<file path="config.mk">
export PLATFORM = sky130hd
export DESIGN_NAME = lut_pair_sequential_element
export DESIGN_NICKNAME = d
export VERILOG_FILES = /design/src/design/lut_pair_seq_pkg.sv /design/src/design/lut_pair_sequential_element.sv
export VERILOG_INCLUDE_DIRS = /design/src /design/src/design
export SDC_FILE = /design/constraint.sdc
export NUM_CORES = 1
export LEC_CHECK = 0
export ABC_CLOCK_PERIOD_IN_PS = 1200
export BUFFER_PORTS_ARGS = -buffer_cell sky130_fd_sc_hd__buf_2
export CAP_MARGIN = 15
export CORE_AREA = 2 2 39 41
export CTS_BUF_LIST = sky130_fd_sc_hd__clkbuf_2 sky130_fd_sc_hd__clkbuf_4 sky130_fd_sc_hd__clkbuf_8
export DETAILED_ROUTE_END_ITERATION = 6
export DIE_AREA = 0 0 41 43
export GPL_TIMING_DRIVEN = 0
export PLACE_DENSITY = 0.41
export SLEW_MARGIN = 20
export SYNTH_ARGS = -nofsm -noshare
export SYNTH_HDL_FRONTEND = slang
export SYNTH_SLANG_ARGS = --single-unit
export TNS_END_PERCENT = 100
</file>
<file path="constraint.sdc">
create_clock -name clk -period 1.2 [get_ports clk]
set_input_delay 0.18 -clock clk [delete_from_list [all_inputs] [get_ports clk]]
set_output_delay 0.18 -clock clk [all_outputs]
set_load 0.01 [all_outputs]
</file>
<file path="src/design/lut_pair_seq_defines.svh">
// Notes on behaviour
// - even table disabled clears the flip-flop output at once, without a clock edge.
// - the internal clear command lasts exactly one bus clock cycle.
// - with no clear active, flip-flop outputs change only on generic clock rising edges; latch outputs can change on any bus clock.
// - gated D: clear gives 0; gate 1 loads D; gate 0 holds.
// - JK mode takes J from the even table output.
// - JK mode takes K from the odd table output.
// - gated D takes D from even table output, gate from odd table output.
// - a per-pair select picks D flip-flop, JK flip-flop, gated D-latch or RS-latch.
`ifndef LUT_PAIR_SEQ_DEFINES_SVH
`define LUT_PAIR_SEQ_DEFINES_SVH

`define SEQ_SEL_DFF 2'h0
`define SEQ_SEL_JK 2'h1
`define SEQ_SEL_LATCH 2'h2
`define SEQ_SEL_RS 2'h3
`define SEQ_Q_RESET 1'h0
`define SEQ_CLEAR_VALUE 1'h0
`define SEQ_SET_VALUE 1'h1
`define SEQ_JK_HOLD 2'h0
`define SEQ_JK_CLEAR 2'h1
`define SEQ_JK_SET 2'h2
`define SEQ_JK_TOGGLE 2'h3
`define SEQ_ENABLE_PREV_RESET 1'h0
`define SEQ_GCLK_PREV_RESET 1'h0
`define SEQ_CLEAR_CMD_RESET 1'h0

`endif

</file>
<file path="src/design/lut_pair_seq_pkg.sv">
`include "lut_pair_seq_defines.svh"

package lut_pair_seq_pkg;

   // sequential type, one code per pair
   typedef enum logic [1:0] {
      seq_dff = `SEQ_SEL_DFF,
      seq_jk = `SEQ_SEL_JK,
      seq_latch = `SEQ_SEL_LATCH,
      seq_rs = `SEQ_SEL_RS
   } seq_mode_type;

   // outputs of the two lookup tables of the pair
   typedef struct packed {
      logic even_out;
      logic odd_out;
   } pair_in_type;

   // whole state of the element
   typedef struct packed {
      logic q;
      logic enable_prev;
      logic gclk_prev;
      logic clear_cmd;
   } state_type;

endpackage

</file>
<file path="src/design/lut_pair_sequential_element.sv">
`timescale 1ns/1ps
`include "lut_pair_seq_defines.svh"

module lut_pair_sequential_element (
   input wire logic clk, // peripheral bus clock, 25 MHz
   input wire logic rst_n, // asynchronous reset, active low
   input wire logic even_enable, // enable of the even lookup table
   input wire lut_pair_seq_pkg::seq_mode_type sequential_type_select, // element type
   input wire logic logic_array_gen_clock, // generic clock level, sampled on clk
   input wire lut_pair_seq_pkg::pair_in_type tables, // even and odd table outputs
   output logic seq_out, // element output
   output logic clear_cmd // internal clear pulse, one clk cycle
);
   import lut_pair_seq_pkg::*;

   state_type state_reg;
   state_type state_next;
   logic gclk_rise;
   logic data_in;
   logic ctrl_in;

   // the generic clock is sampled, so its rising edges become one-cycle enables;
   // it must stay below half the bus clock rate or edges are lost
   assign gclk_rise = logic_array_gen_clock & ~state_reg.gclk_prev;
   assign data_in = tables.even_out;
   assign ctrl_in = tables.odd_out;

   // next state; latches follow their inputs every clk cycle, flip-flops only on edges
   always_comb begin
      state_next = state_reg;
      state_next.gclk_prev = logic_array_gen_clock;
      state_next.enable_prev = even_enable;
      // a falling enable launches the pulse; a low enable cannot launch another
      state_next.clear_cmd = state_reg.enable_prev & ~even_enable;
      if (!even_enable) begin
         state_next.q = `SEQ_CLEAR_VALUE;
      end else begin
         unique case (sequential_type_select)
            seq_dff: begin
               // gate from the odd table, data from the even table
               if (gclk_rise && ctrl_in) begin
                  state_next.q = data_in;
               end
            end
            seq_jk: begin
               if (gclk_rise) begin
                  unique case ({data_in, ctrl_in})
                     `SEQ_JK_HOLD: state_next.q = state_reg.q;
                     `SEQ_JK_CLEAR: state_next.q = `SEQ_CLEAR_VALUE;
                     `SEQ_JK_SET: state_next.q = `SEQ_SET_VALUE;
                     `SEQ_JK_TOGGLE: state_next.q = ~state_reg.q;
                  endcase
               end
            end
            seq_latch: begin
               // transparent while the gate is high, sampled once per bus clock
               if (ctrl_in) begin
                  state_next.q = data_in;
               end
            end
            seq_rs: begin
               // reset input dominates when both are high
               if (ctrl_in) begin
                  state_next.q = `SEQ_CLEAR_VALUE;
               end else if (data_in) begin
                  state_next.q = `SEQ_SET_VALUE;
               end
            end
         endcase
      end
   end

   // state register; enable_prev starts low so release never looks like a disable
   always_ff @(posedge clk or negedge rst_n) begin
      if (!rst_n) begin
         state_reg.q <= `SEQ_Q_RESET;
         state_reg.enable_prev <= `SEQ_ENABLE_PREV_RESET;
         state_reg.gclk_prev <= `SEQ_GCLK_PREV_RESET;
         state_reg.clear_cmd <= `SEQ_CLEAR_CMD_RESET;
      end else begin
         state_reg <= state_next;
      end
   end

   // the gate makes the clear take effect in the same cycle the table drops its enable,
   // trading a pure register output for the asynchronous clear
   assign seq_out = state_reg.q & even_enable;
   assign clear_cmd = state_reg.clear_cmd;
endmodule

</file>
# ---- Yosys cells after proc, flatten, opt, wreduce, memory -nomap -nowiden
# Index checks and enable logic that the tools add are counted.
dict set report op_classes {
  bitwise_logic 6
  n_reduce_logical 4
  muxes 8
  eq_ne 11
}
# op n
set ops {}
lappend ops {{3-bit inequality test, second input constant} 4}
lappend ops {{2-bit equality test, second input constant} 4}
lappend ops {{1-bit two-way mux} 6}
lappend ops {{5-bit AND reduction} 1}
lappend ops {{2-bit by 1-bit equality test with 1-bit output, second input constant} 2}
lappend ops {{2-bit logical NOT} 2}
lappend ops {{4-bit inequality test, second input constant} 1}
lappend ops {{1-bit case mux with 4 select lines} 1}
lappend ops {{1-bit bitwise AND} 3}
lappend ops {{1-bit inverter} 3}
lappend ops {{1-bit case mux with 3 select lines} 1}
lappend ops {{1-bit logical AND} 1}
dict set report word_totals {
  output_inout_bits 2
  word_cells 33
  reg_bits 4
  inputBits 8
}

# ---- Depth between registers and ports, before layout
dict set report logic_depth {
  depth_word 6
  depth_mapped 3
  ltp_nobuf 3
}

# ---- Least setup slack after synthesis
# No wires, ideal clock.
dict set report synth_path {
  kind {register -> register}
  start {register state_reg[1] (netlist name)}
  end {register state_reg[3] (netlist name)}
  t_required_ps 1074
  t_arrival_ps 690
  path_stages_with_launch 4
  setup_slack_ps 383
  synth_period_minus_slack_ps 817
  path_cell_list {dfrtp_1 > nand2b_4 > a21boi_0 > a2bb2oi_1}
}
dict set report synth_via {
  elab_chain_len 5
  word_cells_on_any_way 6
  classes_between {2 x eq/ne; 2 x bitwise; 2 x reduce/logical}
}
# item line
set synth_rtl {}
lappend synth_rtl {{from (decl)} lut_pair_sequential_element.sv:16} ;# state_type state_reg;
lappend synth_rtl {{from (signal assigned)} lut_pair_sequential_element.sv:81} ;# state_reg <= state_next;
lappend synth_rtl {{1-bit inverter (*)} lut_pair_sequential_element.sv:24} ;# assign gclk_rise = logic_array_gen_clock & ~state_reg.gclk_prev;
lappend synth_rtl {{1-bit bitwise AND (*)} lut_pair_sequential_element.sv:24}
lappend synth_rtl {{1-bit logical AND} lut_pair_sequential_element.sv:41} ;# if (gclk_rise && ctrl_in) begin
lappend synth_rtl {{3-bit inequality test (no line)} --}
lappend synth_rtl {{5-bit AND reduction (no line) (*)} --}
# Every way passes the cells marked *; elsewhere a longest branch is shown, timed or not.
# A chain may end at the register's enable or synchronous reset.

# ---- Worst setup path after layout
dict set report layout_path {
  start {register state_reg[3] (netlist name)}
  end {output seq_out}
}
dict set report layout_via {
  elab_chain_len 1
}
# item line
set layout_rtl {}
lappend layout_rtl {{1-bit bitwise AND} lut_pair_sequential_element.sv:87} ;# assign seq_out = state_reg.q & even_enable;
lappend layout_rtl {{to (decl)} lut_pair_sequential_element.sv:11} ;# output logic seq_out,
# Every way passes these cells.

==> flow_summary.json <==
{
  "finalNetCount": 37,
  "avgSynthCellArea_um2": 12.3,
  "p_leak_uw": 0.000138,
  "gr-total-overflow": 0,
  "grt_pass1_wl_um": 634,
  "maxCapViolations": 0,
  "syn-cell-area_um2": 173,
  "core_area_mm2": 0.00138,
  "cts_tree": "built",
  "combPwrFrac": 0.118,
  "vias_per_cell": 3.30,
  "dr.pass1.iters": 1,
  "crit_buf_inv": 1,
  "crit_fanout": 2,
  "min-delay-start": "even_enable",
  "crit_type": "flip-flop to output pin",
  "grt_usage": 0.0605,
  "synth_area_leaders": "dfrtp_1 (58%), nand2b_4 (8.0%), a21oi_2 (5.1%), a2bb2oi_1 (5.1%), a21boi_0 (4.3%)",
  "synth_cell_types": 11,
  "fin_crit_ps": 1090,
  "drtIter0Drc": 0,
  "final_core_util": 0.195,
  "dieArea_mm2": 0.00176,
  "synth_area_leader_cell": "dfrtp_1",
  "power.internal_uw": 278,
  "insertion_delay_ps": 230,
  "hold_buffers": 1,
  "routed_wirelength_um": 375,
  "irDropWorstVdd_v": 0.000421,
  "fin_crit_sh": 0.910,
  "diodes": 0,
  "die_height_um": 43,
  "final_max_slew_viol_count": 0,
  "drive_gt1_frac": 0.519,
  "numPortBuffers": 9,
  "critPathArrivalTime_ps": 910,
  "slowest_stage": "dfrtp_1",
  "die_x_um": 41,
  "synth_warnings": 0,
  "path_clk_slew_ps": 40,
  "multi_input_area_um2": 68.8,
  "crit_family": "flip-flops",
  "syn_nets": 22,
  "hold_class": "input pin to flip-flop",
  "grt_pass1_vias": 160,
  "antenna_found_initial": 0,
  "tns_ps": 0,
  "report.final.setup_viol": 0,
  "dpl_cell_area_um2": 238,
  "initial_core_util": 0.125,
  "num_vias": 142,
  "ys_async_sr_fraction": 1.00,
  "fmax_ghz": 0.916,
  "rows": 14,
  "root_buffer": "clkbuf_4",
  "tightest_slew_ps": 189,
  "fillers": 144,
  "crit_start": "state_reg[3]",
  "cts.path.max_buffers": 2,
  "powerDensity_mw_per_mm2": 1310,
  "yosysSeqAreaShare": 0.580,
  "switching_share": 0.214,
  "p_sw_uw": 75.6,
  "yosys.cell_count.top_type": "dfrtp_1",
  "p_seq_frac": 0.413,
  "pin_count": 10,
  "drc": 0,
  "synth_edf_count": 0,
  "cts_resized": 0,
  "critPathRequiredTime_ps": 1020,
  "power_uw": 353,
  "clock-sinks": 4,
  "ctsHtreeMaxLevel": 1,
  "holdWs_ps": 99.8,
  "largest_reg_flops": 3,
  "final_area_um2": 270,
  "ant_nets": 0,
  "crit_chain": "and2_1 > buf_2",
  "synth_ff_type": "dfrtp_1",
  "pwr-share-clk": 0.469,
  "area_growth_pct": 56.5,
  "clock_skew_ps": 0.0527,
  "rsz0062_at_grt": "false",
  "grt_max_degree": 5,
  "wl_per_cell_um": 8.72,
  "regArea_um2": 100,
  "ys_ff_latch": 4,
  "cts_setup_buffers": 0,
  "crit_path_end_kind": "output pin",
  "cpPeakStageDelay_ps": 370,
  "maxSlewHeadroom": 0.873,
  "outcome": "finished, final reports clean",
  "syn_inst": 14,
  "hold_viol_final": 0,
  "routabilityCongestion": 0.646,
  "yosys.area.top_type_share": 0.580,
  "startpoint_type": "flip-flop",
  "cts_buffers": 3,
  "r2r_start": "state_reg[1]"
}
-- path summary, 6_finish.rpt --
| kind | to | slack, ps | depth (start not counted) |
|---|---|---|---|
| max | seq_out | 110 | 2 |
| min | state_reg[2] | 100 | 1 |
| max reg2reg | state_reg[3] | 320 | 3 |
| min reg2reg | clear_cmd | 460 | 1 |
| max in group asynchronous | clear_cmd | 800 | 2 |
| min in group asynchronous | state_reg[3] | 280 | 2 |
-- final cells by class --
class,instances,share of cell area
well taps,16,0.0741
flip-flops and latches,4,0.370
clock buffers,3,0.0833
repair buffers,10,0.204
multi-input cells,9,0.255
inverters,1,0.0139
-- power by group through the flow --
stage,logic [uW],registers [uW],clock network [uW]
after floorplan,16.6,148,0
after global placement,37.7,147,0
after detailed placement,39.9,147,0
after CTS,42.2,146,176
after global routing,46.8,147,195
final,41.7,146,166
-- cell families (layout without fill, tap and decap cells) --
| logic type | Yosys count | count (layout) | synth area share |
|---|---|---|---|
| AO/OA/AOI/OAI | 5 | 5 | 0.217 |
| flip-flops | 4 | 4 | 0.580 |
| buffers and inverters | 1 | 14 | 0.0217 |
| AND/OR/NAND/NOR | 4 | 4 | 0.181 |
-- per-stage QoR --
step                setup WS (ps)  instances
global placement              356         39
detailed placement            313         39
finish                        108         43
floorplan                     383         14
global route                 60.4         43
CTS                          95.3         43
-- routing by layer --
| metal | vias to the layer above | GRT usage | part of all wire |
|---|---|---|---|
| met4 | 0 | 0.0400 | 0 |
| li1 | 75 | - | - |
| met2 | 12 | 0.0625 | 0.29 |
| met3 | 0 | 0.0628 | 0.20 |
| met5 | - | 0 | 0 |
| met1 | 55 | 0.0719 | 0.51 |
-- layout by cell type (no fill, tap or decap) --
cell type / count
nand2_1: 1
and2b_1: 1
o21ai_0: 1
inv_1: 1
a21oi_2: 1
a21boi_0: 1
dfrtp_1: 4
dlygate4sd3_1: 1
nand2b_4: 1
buf_2: 9
o211ai_1: 1
and2_1: 1
a2bb2oi_1: 1
clkbuf_4: 3
Note: power is estimated with default switching activity, not from simulation.
